==> src/cjx_regs.vh <==
// Constants for the conditional jump, mark and remote execute sequencer
// What this block does
// - Unconditional jump loads the program counter with the second-word address.
// - Jump on overflow branches only if overflow set; always clears overflow.
// - Jump on A non-negative branches when A is zero or positive.
// - Jump on A negative branches when A sign is set, else falls through.
// - A, B and index zero tests branch when that register is all zero.
// - Sense switch tests branch when the selected switch is set.
// - Branch address comes from second word, indirect allowed, never indexed.
// - Jump-and-mark decodes its condition field exactly like the jump group.
// - Unconditional mark stores the counter at the address, resumes at address plus one.
// - Mark on overflow stores and branches only if overflow set; always clears it.
// - Mark variants use all register and switch tests; pass stores and branches.
// - Execute condition is the AND of all tests selected in the field.
// - Execute address is taken from the second instruction word.
// - Unconditional execute runs the remote instruction, then continues in sequence.
// - Execute on overflow runs remote only if set; always clears overflow.
// - Execute variants run remote on pass and always continue in sequence.
// - Extended group takes the second word as address; bit 15 selects indirect only in modes 4 to 7.
// - Extended mode 0 is immediate; mode 1 adds counter plus one.
// - Extended mode 2 adds index, mode 3 adds B, mode 4 direct or indirect.
// - Condition field bit 0 selects the overflow flag test.
`ifndef CJX_REGS_VH
`define CJX_REGS_VH

// Word and address widths
`define CJX_WORD_W 16
`define CJX_ADDR_W 15
`define CJX_COND_W 9
`define CJX_INDIRECT_BIT 15

// Instruction groups on the group port
`define CJX_GRP_JUMP 2'h0
`define CJX_GRP_MARK 2'h1
`define CJX_GRP_EXEC 2'h2
`define CJX_GRP_EXT 2'h3

// Condition field bit positions
`define CJX_C_OVF 0
`define CJX_C_A_NONNEG 1
`define CJX_C_A_NEG 2
`define CJX_C_A_ZERO 3
`define CJX_C_B_ZERO 4
`define CJX_C_X_ZERO 5
`define CJX_C_SENSE1 6
`define CJX_C_SENSE2 7
`define CJX_C_SENSE3 8

// Extended addressing modes
`define CJX_M_IMM 3'h0
`define CJX_M_REL 3'h1
`define CJX_M_IDX_X 3'h2
`define CJX_M_IDX_B 3'h3
`define CJX_M_DIRIND 3'h4

// Reset values
`define CJX_RST_ADDR 15'h0000
`define CJX_RST_WORD 16'h0000

`endif

==> src/cjx_cond.v <==
// Nine-way condition evaluator, AND of every selected test
module cjx_cond (
  // Condition field and snapshot of the machine state
  input wire [8:0] cond_field,
  input wire ovf,
  input wire [15:0] a_val,
  input wire [15:0] b_val,
  input wire [15:0] x_val,
  input wire [2:0] sense,
  // Result
  output wire pass
);

`include "cjx_regs.vh"

wire [8:0] test;
wire [8:0] bit_ok;

// Raw test per condition bit
assign test[`CJX_C_OVF] = ovf;
assign test[`CJX_C_A_NONNEG] = ~a_val[`CJX_WORD_W-1];
assign test[`CJX_C_A_NEG] = a_val[`CJX_WORD_W-1];
assign test[`CJX_C_A_ZERO] = (a_val == `CJX_RST_WORD);
assign test[`CJX_C_B_ZERO] = (b_val == `CJX_RST_WORD);
assign test[`CJX_C_X_ZERO] = (x_val == `CJX_RST_WORD);
assign test[`CJX_C_SENSE1] = sense[0];
assign test[`CJX_C_SENSE2] = sense[1];
assign test[`CJX_C_SENSE3] = sense[2];

// Unselected bits never block; selected bits must hold
genvar i;
generate
  for (i = 0; i < `CJX_COND_W; i = i + 1)
  begin : g_bit
    assign bit_ok[i] = ~cond_field[i] | test[i];
  end
endgenerate

// All ones field combine by AND; empty field always passes
assign pass = &bit_ok;

endmodule

==> src/cjx_unit.v <==
// Sequencer for conditional jump, jump-and-mark, remote execute and extended addressing
module cjx_unit (
  // Clock and reset
  input wire CLK,
  input wire RST,
  // Instruction request
  input wire START,
  input wire [1:0] OP_GROUP,
  input wire [8:0] COND_FIELD,
  input wire [2:0] EXT_MODE,
  input wire [14:0] PC_IN,
  // Machine state before the instruction
  input wire [15:0] A_REG,
  input wire [15:0] B_REG,
  input wire [15:0] X_REG,
  input wire OVERFLOW_FLAG,
  input wire [2:0] SENSE_SW,
  // Memory port
  output reg MEM_REQ,
  output reg MEM_WE,
  output reg [14:0] MEM_ADDR,
  output reg [15:0] MEM_WDATA,
  input wire [15:0] MEM_RDATA,
  input wire MEM_ACK,
  // Results to the processor
  output reg BUSY,
  output reg DONE,
  output reg [14:0] PC_OUT,
  output reg OVF_CLR,
  output reg EXEC_REQ,
  output reg [14:0] EXEC_ADDR,
  output reg EA_VALID,
  output reg EA_IMM,
  output reg [15:0] EA_OUT
);

`include "cjx_regs.vh"

// Sequencer states
localparam ST_IDLE = 3'h0;
localparam ST_FETCH = 3'h1;
localparam ST_INDIR = 3'h2;
localparam ST_ACT = 3'h3;
localparam ST_MARK = 3'h4;

localparam [14:0] ADDR_ONE = 15'h0001;
localparam [14:0] ADDR_TWO = 15'h0002;
localparam [15:0] WORD_ONE = 16'h0001;

// Latched instruction and machine snapshot
reg [2:0] state_q;
reg [2:0] state_d;
reg [1:0] grp_q;
reg [8:0] cond_q;
reg [2:0] mode_q;
reg [14:0] pc_q;
reg [15:0] a_q;
reg [15:0] b_q;
reg [15:0] x_q;
reg ovf_q;
reg [2:0] sense_q;
reg [14:0] ea_q;
reg [14:0] ea_d;

// Registered outputs, next values
reg mem_req_d;
reg mem_we_d;
reg [14:0] mem_addr_d;
reg [15:0] mem_wdata_d;
reg done_d;
reg [14:0] pc_out_d;
reg ovf_clr_d;
reg exec_req_d;
reg [14:0] exec_addr_d;
reg ea_valid_d;
reg ea_imm_d;
reg [15:0] ea_out_d;

wire cond_pass;
wire [14:0] seq_pc;
wire [14:0] second_addr;
wire [15:0] rel_sum;
wire [15:0] x_sum;
wire [15:0] b_sum;
wire is_ext;
wire clears_ovf;

// Condition decode shared by jump, mark and execute groups
cjx_cond u_cond (
  .cond_field(cond_q),
  .ovf(ovf_q),
  .a_val(a_q),
  .b_val(b_q),
  .x_val(x_q),
  .sense(sense_q),
  .pass(cond_pass)
);

// Address arithmetic
assign seq_pc = pc_q + ADDR_TWO;
assign second_addr = pc_q + ADDR_ONE;
assign rel_sum = MEM_RDATA + {1'b0, second_addr};
assign x_sum = MEM_RDATA + x_q;
assign b_sum = MEM_RDATA + b_q;
assign is_ext = (grp_q == `CJX_GRP_EXT);
assign clears_ovf = ~is_ext & cond_q[`CJX_C_OVF];

// Snapshot at start so tests see pre-instruction values
always @(posedge CLK)
begin
  if (RST)
  begin
    grp_q <= `CJX_GRP_JUMP;
    cond_q <= 9'h000;
    mode_q <= `CJX_M_IMM;
    pc_q <= `CJX_RST_ADDR;
    a_q <= `CJX_RST_WORD;
    b_q <= `CJX_RST_WORD;
    x_q <= `CJX_RST_WORD;
    ovf_q <= 1'b0;
    sense_q <= 3'h0;
  end
  else if (state_q == ST_IDLE && START)
  begin
    grp_q <= OP_GROUP;
    cond_q <= COND_FIELD;
    mode_q <= EXT_MODE;
    pc_q <= PC_IN;
    a_q <= A_REG;
    b_q <= B_REG;
    x_q <= X_REG;
    ovf_q <= OVERFLOW_FLAG;
    sense_q <= SENSE_SW;
  end
end

// Next state and output values
always @*
begin
  state_d = state_q;
  ea_d = ea_q;
  mem_req_d = MEM_REQ;
  mem_we_d = MEM_WE;
  mem_addr_d = MEM_ADDR;
  mem_wdata_d = MEM_WDATA;
  done_d = 1'b0;
  pc_out_d = PC_OUT;
  ovf_clr_d = 1'b0;
  exec_req_d = 1'b0;
  exec_addr_d = EXEC_ADDR;
  ea_valid_d = 1'b0;
  ea_imm_d = EA_IMM;
  ea_out_d = EA_OUT;
  case (state_q)
    ST_IDLE:
    begin
      if (START)
      begin
        // Second word sits right after the instruction word
        mem_req_d = 1'b1;
        mem_we_d = 1'b0;
        mem_addr_d = PC_IN + ADDR_ONE;
        state_d = ST_FETCH;
      end
    end
    ST_FETCH:
    begin
      if (MEM_ACK)
      begin
        mem_req_d = 1'b0;
        if (is_ext)
        begin
          case (mode_q)
            `CJX_M_IMM:
            begin
              // Second word is the operand itself
              ea_out_d = MEM_RDATA;
              ea_imm_d = 1'b1;
              ea_valid_d = 1'b1;
              done_d = 1'b1;
              pc_out_d = seq_pc;
              state_d = ST_IDLE;
            end
            `CJX_M_REL:
            begin
              ea_d = rel_sum[14:0];
              state_d = ST_ACT;
            end
            `CJX_M_IDX_X:
            begin
              ea_d = x_sum[14:0];
              state_d = ST_ACT;
            end
            `CJX_M_IDX_B:
            begin
              ea_d = b_sum[14:0];
              state_d = ST_ACT;
            end
            default:
            begin
              // Direct or indirect by the top bit of the second word
              ea_d = MEM_RDATA[14:0];
              if (MEM_RDATA[`CJX_INDIRECT_BIT])
              begin
                mem_req_d = 1'b1;
                mem_addr_d = MEM_RDATA[14:0];
                state_d = ST_INDIR;
              end
              else
              begin
                state_d = ST_ACT;
              end
            end
          endcase
        end
        else if (!cond_pass)
        begin
          // Test failed: skip both words
          done_d = 1'b1;
          pc_out_d = seq_pc;
          ovf_clr_d = clears_ovf;
          state_d = ST_IDLE;
        end
        else if (MEM_RDATA[`CJX_INDIRECT_BIT])
        begin
          // Indirect branch address, no indexing
          mem_req_d = 1'b1;
          mem_addr_d = MEM_RDATA[14:0];
          state_d = ST_INDIR;
        end
        else
        begin
          ea_d = MEM_RDATA[14:0];
          state_d = ST_ACT;
        end
      end
    end
    ST_INDIR:
    begin
      if (MEM_ACK)
      begin
        // Follow the chain until a direct word appears
        if (MEM_RDATA[`CJX_INDIRECT_BIT])
        begin
          mem_addr_d = MEM_RDATA[14:0];
        end
        else
        begin
          mem_req_d = 1'b0;
          ea_d = MEM_RDATA[14:0];
          state_d = ST_ACT;
        end
      end
    end
    ST_ACT:
    begin
      case (grp_q)
        `CJX_GRP_JUMP:
        begin
          done_d = 1'b1;
          pc_out_d = ea_q;
          ovf_clr_d = clears_ovf;
          state_d = ST_IDLE;
        end
        `CJX_GRP_MARK:
        begin
          // Return link written at the jump address
          mem_req_d = 1'b1;
          mem_we_d = 1'b1;
          mem_addr_d = ea_q;
          mem_wdata_d = {1'b0, seq_pc};
          state_d = ST_MARK;
        end
        `CJX_GRP_EXEC:
        begin
          // Processor runs one instruction there, then resumes here
          exec_req_d = 1'b1;
          exec_addr_d = ea_q;
          done_d = 1'b1;
          pc_out_d = seq_pc;
          ovf_clr_d = clears_ovf;
          state_d = ST_IDLE;
        end
        default:
        begin
          ea_out_d = {1'b0, ea_q};
          ea_imm_d = 1'b0;
          ea_valid_d = 1'b1;
          done_d = 1'b1;
          pc_out_d = seq_pc;
          state_d = ST_IDLE;
        end
      endcase
    end
    ST_MARK:
    begin
      if (MEM_ACK)
      begin
        mem_req_d = 1'b0;
        mem_we_d = 1'b0;
        done_d = 1'b1;
        pc_out_d = ea_q + ADDR_ONE;
        ovf_clr_d = clears_ovf;
        state_d = ST_IDLE;
      end
    end
    default:
    begin
      mem_req_d = 1'b0;
      mem_we_d = 1'b0;
      state_d = ST_IDLE;
    end
  endcase
end

// State and output flip-flops
always @(posedge CLK)
begin
  if (RST)
  begin
    state_q <= ST_IDLE;
    ea_q <= `CJX_RST_ADDR;
    MEM_REQ <= 1'b0;
    MEM_WE <= 1'b0;
    MEM_ADDR <= `CJX_RST_ADDR;
    MEM_WDATA <= `CJX_RST_WORD;
    BUSY <= 1'b0;
    DONE <= 1'b0;
    PC_OUT <= `CJX_RST_ADDR;
    OVF_CLR <= 1'b0;
    EXEC_REQ <= 1'b0;
    EXEC_ADDR <= `CJX_RST_ADDR;
    EA_VALID <= 1'b0;
    EA_IMM <= 1'b0;
    EA_OUT <= `CJX_RST_WORD;
  end
  else
  begin
    state_q <= state_d;
    ea_q <= ea_d;
    MEM_REQ <= mem_req_d;
    MEM_WE <= mem_we_d;
    MEM_ADDR <= mem_addr_d;
    MEM_WDATA <= mem_wdata_d;
    BUSY <= (state_d != ST_IDLE);
    DONE <= done_d;
    PC_OUT <= pc_out_d;
    OVF_CLR <= ovf_clr_d;
    EXEC_REQ <= exec_req_d;
    EXEC_ADDR <= exec_addr_d;
    EA_VALID <= ea_valid_d;
    EA_IMM <= ea_imm_d;
    EA_OUT <= ea_out_d;
  end
end

endmodule

==> config.mk <==
export PLATFORM = sky130hd
export DESIGN_NAME = cjx_unit
export DESIGN_NICKNAME = d
export VERILOG_FILES = /design/src/cjx_cond.v /design/src/cjx_unit.v
export VERILOG_INCLUDE_DIRS = /design/src
export SDC_FILE = /design/constraint.sdc
export NUM_CORES = 1
export LEC_CHECK = 0
export CORE_MARGIN = 2
export CORE_UTILIZATION = 30
export CTS_CLUSTER_DIAMETER = 120
export DETAILED_ROUTE_END_ITERATION = 8
export DONT_BUFFER_PORTS = 1
export SYNTH_ARGS = -nofsm -noshare
export SYNTH_HDL_FRONTEND = slang
export SYNTH_HIERARCHICAL = 1
export SYNTH_SLANG_ARGS = --single-unit
==> constraint.sdc <==
create_clock -name CLK -period 4.2 [get_ports CLK]
set_clock_uncertainty 0.15 [all_clocks]
set_input_delay 0.84 -clock CLK [delete_from_list [all_inputs] [get_ports CLK]]
set_output_delay 0.84 -clock CLK [all_outputs]
set_load 0.01 [all_outputs]
# --- Word level (Yosys, flattened, before mapping) ---
# Cells that the tools add are included.
totals:
  inputBits: 101
  output_inout_bits: 85
  romBits: 0
  elab_cells: 181
  regBits: 183
  n_memories: 0
  ram_bits: 0
  latchBits: 0
classes:
  add_sub_neg: 7
  n_mul: 0
  shift: 0
  reduce_logical: 27
  mux: 75
  div: 0
  magnitude_cmp: 0
  bitwise_logic: 23
  eq_ne: 25
op_table:
  columns: ["cell", "count"]
  rows:
  - ["two-way mux 15 bit", 18]
  - ["one-hot mux 15 bit (4 select lines)", 2]
  - ["two-way mux 16 bit", 4]
  - ["one-hot mux 15 bit (2 select lines)", 2]
  - ["zero test 16 bit", 3]
  - ["adder 15 x 1 -> 15 bit, second input constant", 3]
  - ["adder 15 bit", 3]
  - ["one-hot mux 15 bit (3 select lines)", 1]
  - ["one-hot mux 16 bit (2 select lines)", 1]
  - ["two-way mux 1 bit", 31]
  - ["two-way mux 3 bit", 7]
  - ["!= test 2 bit, second input constant", 9]
  - ["adder 15 x 2 -> 15 bit, second input constant", 1]
  - ["one-hot mux 3 bit (5 select lines)", 1]
  - ["inverter 1 bit", 13]
  - ["equality test 3 x 2 -> 1 bit, second input constant", 4]
  - ["!= test 3 bit, second input constant", 4]
  - ["AND reduction 6 bit", 2]
  - ["AND reduction 5 bit", 2]
  - ["bitwise OR 1 bit", 9]
  - ["AND reduction 9 bit", 1]
  - ["AND reduction 7 bit", 1]
  - ["equality test 3 x 1 -> 1 bit, second input constant", 2]
  - ["zero test 3 bit", 2]
  - ["other kinds (22)", 31]

# --- Longest topological paths before layout ---
# Gate-level depths: netlist (run 1).
depth:
  depth_word: 8
  depth_mapped: 15
  mapped_depth_nobuf: 13

# --- Cells and area by module ---
# The synthesis (run 1) kept the hierarchy.
modules_own_cells:
  columns: ["mod", "cells_per_inst", "instances", "seq_area_each_um2", "area_each_um2"]
  rows:
  - ["cjx_unit", 1250, 1, 3663.5, 9864.5]
  - ["cjx_cond", 25, 1, 0.0, 166.4]

# --- Worst setup path after synthesis (run 1) ---
# No wires, ideal clock.
synth_timing:
  path_kind: "reg-to-reg"
  startpoint: "register mode_q[1]"
  endpoint: "register ea_q[13]"
  synth_period_minus_slack_ps: 3332
  t_required_ps: 3933
  setup_time_ps: 117
  t_arrival_ps: 3065
  stages_incl_launch_ff: 14
  n_path_buf: 2
  setup_slack_ps: 868
  path_cell_list: "dfxtp_1 buf_2 nor2b_1 nand2_2 buf_1 mux2_2 ha_1 a21oi_1 o21ai_0 a221o_1 a31oi_1 xor2_1 o221ai_1 a32o_1"
synth_via:
  elab_chain_cells: 5
  elab_cells_between_ends: 10
  cone_classes: "eq/ne: 4; mux: 4; reduce/logical: 2"
synth_rtl:
  columns: ["item", "line", "source"]
  rows:
  - ["start, declared", "cjx_unit.v:55", "reg [2:0] mode_q;"]
  - ["start signal, assigned", "cjx_unit.v:115", "mode_q <= `CJX_M_IMM;"]
  - ["equality test 3 x 2 -> 1 bit, or another cell as far along", "cjx_unit.v:173", "case (mode_q)"]
  - ["one-hot mux 15 bit (4 select lines)", "cjx_unit.v:173", null]
  - ["two-way mux 15 bit", "cjx_unit.v:171", "if (is_ext)"]
  - ["two-way mux 15 bit", "cjx_unit.v:168", "if (MEM_ACK)"]
  - ["one-hot mux 15 bit (2 select lines)", "cjx_unit.v:154", "case (state_q)"]
  - ["end signal, assigned", "cjx_unit.v:322", "ea_q <= `CJX_RST_ADDR;"]
  - ["end, declared", "cjx_unit.v:62", "reg [14:0] ea_q;"]
# Several ways; a longest one is shown, not always the timed one. The select of a mux whose other input is x is not followed.
# A chain may end at the register's enable or synchronous reset.

# --- Final worst setup path (run 1) ---
layout_timing:
  startpoint: "register mode_q[1]"
  endpoint: "register ea_q[14]"
# Same word-level chain as after synthesis.

==> metrics.txt, run 1 <==
syn_nets approximately 1400; IO buf count 0; Routed Antenna Nets 0; io pins between 150 and 200; cell count after synthesis 1275; PostCTS Resize Cnt 0; vias in the first global route roughly 8700; Final Max Tran Viols 0; Cell Pwr Density between 300 and 400 mW/mm^2; # DRC 0; initial antenna violation count 0; Critical Path RT roughly 4.4 ns; CTS sink cnt around 180; Mean Syn Cell Area between 7 and 8 um^2; CP startpoint kind flip-flop; max frequency 0.276 GHz; final instance area approximately 0.011 mm^2; share of cells above drive strength 1 roughly 6.8%; Leak roughly 4.0 nW; gpl congestion ~0.9; top cells by count, synth nand2_1 (232), dfxtp_1 (183), a21oi_1 (140), nor2_1 (135), clkbuf_1 (55); max-cap violations 0; RSZ-0062 raised after global routing no; Slew @ Worst Pin roughly 1.1 ns; Initial Utilization a little under a third; initial drt markers 1013; Netlist cell types 79; Clock Pin Slew Worst Setup and Hold Paths approximately 0.07 ns; area grow syn2layout 8.21%; Setup crit end kind flip-flop; CTS tree done; Pre-Repair DR Iteration Count 7; fin crit share a little under nine tenths; first-pass GRT wire length between 50 and 60 mm; worst-case clock buffer depth 2; synthesized area about 0.01 mm^2; Die Y between 150 and 200 um; htree depth 4; DIE AREA between 0.03 and 0.04 mm^2; TritonCTS Buffers 17; FF+latch count, synth approximately 180; GRT Util Overall between 10% and 20%; Nets ~1400; core area 0.0327 mm^2; Setup violations, final 0; final hold violations 0; Die W about 190 um; Synth top area share 36.5%; Worst VDD drop 309 uV; HP Class reg -> reg; Core Rows 66; FILL cells between 3000 and 4000; Ant. Diodes 0; routed length per placed instance 21.0 um; Post-CTS Setup Bufs 0; Yosys warnings 6; root buffer cell clkbuf_16; outcome finished clean; Area contributors post-synth dfxtp_1 (37%), nand2_1 (8.7%), a21oi_1 (7.0%); critical path class reg -> reg; Setup Total Neg Slack 0 ns; post-detail-place hpwl roughly 26 mm; Final min period 3.62 ns; Max-Slew Margin vs Limit a little under a quarter; leading area contributor after synthesis dfxtp_1; Top FF cell, synth dfxtp_1; register area share after synthesis roughly 37%; largest net degree at the start of global routing approximately 170; WP data arrival 3.86 ns; global route total overflow 0; WHS 0.308 ns; vias per cell around 5.6; placed inst area 0.0103 mm^2; most frequent cell after synthesis nand2_1; ys async rst share 0%; EDFF count, synth 0; Vias between 9000 and 10000; worst-skew pair later-pin latency around 0.45 ns; Max Fanout on Critical Path 15; hold-fix buffer count after cts 0; drt total wl ~35 mm
-- power by group --
group | internal, mW | total [mW] | switching (mW)
clock network | 0.788 | 1.57 | 0.787
logic | 0.261 | 0.658 | 0.397
registers | 1.83 | 1.98 | 0.149
total | 2.88 | 4.21 | 1.33
-- flip-flops by register name (all words and copies together) (netlist names), 15 cells and up --
register / cells
x_q: 16
a_q: 16
MEM_WDATA: 15
pc_q: 15
ea_q: 15
PC_OUT: 15
EXEC_ADDR: 15
MEM_ADDR: 15
b_q: 16
EA_OUT: 16
-- kinds of logic (layout without fill, tap and decap cells) --
family	after synthesis	in the layout	share of synthesized area, %
compound gates	354	354	23.5
xor+xnor	45	45	3.93
fa+ha+maj	35	35	4.52
buf+inv	119	72	5.13
flops	183	183	36.5
mux	42	42	4.38
other cells	1	1	0.0374
simple gates	496	496	22.0
-- path summary, 6_finish.rpt --
check	startpoint	endpoint	slack, ns	cells after the start
setup reg to reg	mode_q[1]$_SDFFE_PP0P_	ea_q[14]$_SDFFE_PP0P_	0.58	13
hold / removal	a_q[4]$_SDFFE_PP0P_	a_q[4]$_SDFFE_PP0P_	0.31	2
setup / recovery	mode_q[1]$_SDFFE_PP0P_	ea_q[14]$_SDFFE_PP0P_	0.58	13
hold reg to reg	a_q[4]$_SDFFE_PP0P_	a_q[4]$_SDFFE_PP0P_	0.31	2
-- layout by cell type (no fill, tap or decap), types with 16 or more instances in the layout --
cell type  Yosys  layout
a21oi_1      140     140
xnor2_1       29      29
mux2i_1       27      27
nand2_1      232     232
a311oi_1      17      17
nor2_1       135     134
a211oi_1      44      44
nand4_1       18      18
nand3_1       22      21
inv_1         27      27
xor2_1        16      16
clkbuf_16      0      17
dfxtp_1      183     183
ha_1          33      33
o21ai_0       34      34
-- layout make-up --
type                            count  area, um^2  area share (%)
Inverter                           28         105           0.968
Timing Repair Buffer               12        90.1           0.830
Multi-Input combinational cell    973        5870            54.1
Tap cell                          442         553            5.10
Sequential cell                   183        3660            33.8
Clock buffer                       18         429            3.95
Clock inverter                     14         140            1.29
-- critical path: stages (launching register included) --
cell and delay (ns):
dfxtp_1 0.46, nor2b_1 0.25, nand2_2 0.27, mux2_2 0.38, ha_1 0.21, inv_1 0.07
fa_1 0.17, nand2b_1 0.16, nand2_1 0.10, a211oi_1 0.50, a21oi_1 0.20, a2111o_1 0.40
o211a_1 0.13, o21ai_1 0.12
-- per-stage QoR --
step	cells	setup slack (ns)	total power, mW	utilization (%)
global route	1670	0.308	4.41	33.2
floorplan	1275	0.868	2.50	-
CTS	1670	0.647	4.24	33.2
finish	1670	0.577	4.21	33.2
global placement	1638	0.836	2.65	31.5
detailed placement	1638	0.695	2.66	31.5
-- per-layer routing --
metal | part of all wire [%] | global-route usage, % | vias to the layer above | wire, um
met4 | 1.9 | 5.74 | 0 | 675
met5 | 0 | 0 | - | 0
met1 | 42 | 25.8 | 4480 | 14800
met3 | 11 | 6.94 | 56 | 4000
met2 | 44 | 30.7 | 436 | 15600
li1 | - | - | 4449 | -
Note: power is estimated with default switching activity, not from simulation.
==> run 2, diff against run 1 <==
GPL_TIMING_DRIVEN = 0   (was unset)
==> metrics.txt, run 2 (synthesis results as in run 1) <==
first-pass GRT wire length 56.2 mm (+5.2%); share of cells above drive strength 1 7.88% (+1.1 points); area grow syn2layout 11.8%; Initial Utilization 30.7% (unchanged); final hold violations 0 (unchanged); max-cap violations 0 (unchanged); # DRC 0 (unchanged); gpl congestion 0.901 (+0.26%); CP startpoint kind flip-flop; core area 0.0327 mm^2 (unchanged); WP data arrival 4.16 ns (+0.30 ns); FILL cells 3525 (+0.48%); Core Rows 66 (unchanged); multi-input logic area 0.00586 mm^2 (-0.21%); most common cell after layout, fill and taps aside nand2_1; Vias 9777 (+3.8%); root buffer cell clkbuf_16; Setup Total Neg Slack 0 ns (unchanged); Pre-Repair DR Iteration Count 8 (+1); CTS sink cnt 183 (unchanged); Max-Slew Margin vs Limit 23.9% (+0.64 points); Die W 187 um (unchanged); Nets 1430 (+5.8%); commonest cells after routing, fill and taps aside nand2_1 (232), dfxtp_1 (183), a21oi_1 (140); IO buf count 0 (unchanged); Final Max Tran Viols 0 (unchanged); vias in the first global route 9171 (+5.1%); Setup violations, final 0 (unchanged); max frequency 0.252 GHz (-8.5%); routed length per placed instance 21.4 um (+2.0%); Cell Pwr Density 398 mW/mm^2 (+2.4%); PostCTS Resize Cnt 0 (unchanged); CTS tree done; r2r setup slk 0.24 ns (-0.34 ns); worst-skew pair later-pin latency 0.45 ns (about the same); Finished Layout Cells 1749 (+4.7%); io pins 186 (unchanged); Die Y 187 um (unchanged); TritonCTS Buffers 17 (unchanged); RSZ-0062 raised after global routing no; largest net degree at the start of global routing 18 (-90%); Final min period 3.96 ns (+0.338 ns); Worst VDD drop 323 uV (+4.7%); Reg area 0.00366 mm^2 (unchanged); Max Fanout on Critical Path 10 (-5); post-detail-place hpwl 28.9 mm (+12%); htree depth 4 (unchanged); critical path class reg -> reg; global route total overflow 0 (unchanged); initial antenna violation count 0 (unchanged); vias per cell 5.59 (-0.91%); Critical Path RT 4.39 ns (-0.05 ns); worst-case clock buffer depth 2 (unchanged); hold-fix buffer count after cts 0 (unchanged); GRT Util Overall 21.0% (+1.3 points); Post-CTS Setup Bufs 0 (unchanged); Leak 4.17 nW (+4.6%); outcome finished clean; dpl cells 1717 (+4.8%); fin crit share 94.3% (+8.1 points); drt total wl 37.5 mm (+6.9%); DIE AREA 0.0349 mm^2 (unchanged); WHS 0.303 ns (-0.00497 ns); HP Class reg -> reg; Ant. Diodes 0 (unchanged); Clock Pin Slew Worst Setup and Hold Paths 0.07 ns (about the same); Routed Antenna Nets 0 (unchanged); Slew @ Worst Pin 1.14 ns (-0.0121 ns); Setup crit end kind flip-flop; initial drt markers 1147 (+13%)
==> run 2: cell type report <==
cell class,instances,share of cell area [%]
multi-input combinational,973,52.2
sequential,183,32.7
tap,442,4.93
clock buffer,19,3.95
buffer,91,3.65
clock inverter,13,1.63
inverter,28,0.937
==> run 2: worst max-delay path: stages, from the launching register on <==
cell	delay, ns
dfxtp_1	0.30
buf_2	0.17
nor2b_2	0.22
nand2_2	0.17
buf_1	0.45
mux2_2	0.42
ha_1	0.37
a21oi_1	0.23
o21ai_0	0.13
a221o_1	0.36
a31oi_1	0.17
xor2_1	0.19
o221ai_1	0.20
a32o_1	0.32
==> run 2: metrics by stage <==
stage	worst slack, ns	utilization [%]	area [um^2]	total power, mW
CTS	0.0897	34.3	11200	4.46
floorplan	0.868	-	10000	2.50
global route	0.0554	34.3	11200	4.64
global placement	0.141	32.4	10600	2.73
detailed placement	0.130	32.4	10600	2.74
finish	0.239	34.3	11200	4.46
==> run 2: worst paths after layout <==
check / from / endpoint / cells past startpoint
min: sense_q[0]$_SDFFE_PP0P_ / sense_q[0]$_SDFFE_PP0P_ / 2
max reg2reg: mode_q[1]$_SDFFE_PP0P_ / ea_q[13]$_SDFFE_PP0P_ / 13
min reg2reg: sense_q[0]$_SDFFE_PP0P_ / sense_q[0]$_SDFFE_PP0P_ / 2
max: mode_q[1]$_SDFFE_PP0P_ / ea_q[13]$_SDFFE_PP0P_ / 13
==> run 2: per-layer routing <==
layer / part of all wire [%] / vias up / GRT usage, %
met3: 11 / 57 / 6.64
met5: 0 / - / 0
met1: 43 / 4619 / 28.1
met4: 2.1 / 0 / 6.01
met2: 44 / 490 / 32.5
li1: - / 4611 / -
==> run 2: where the power goes <==
group	total, mW	switching (mW)	internal [mW]
Sequential	1.94	0.111	1.83
Combinational	0.772	0.492	0.280
Clock	1.74	0.772	0.973
Total	4.46	1.38	3.09
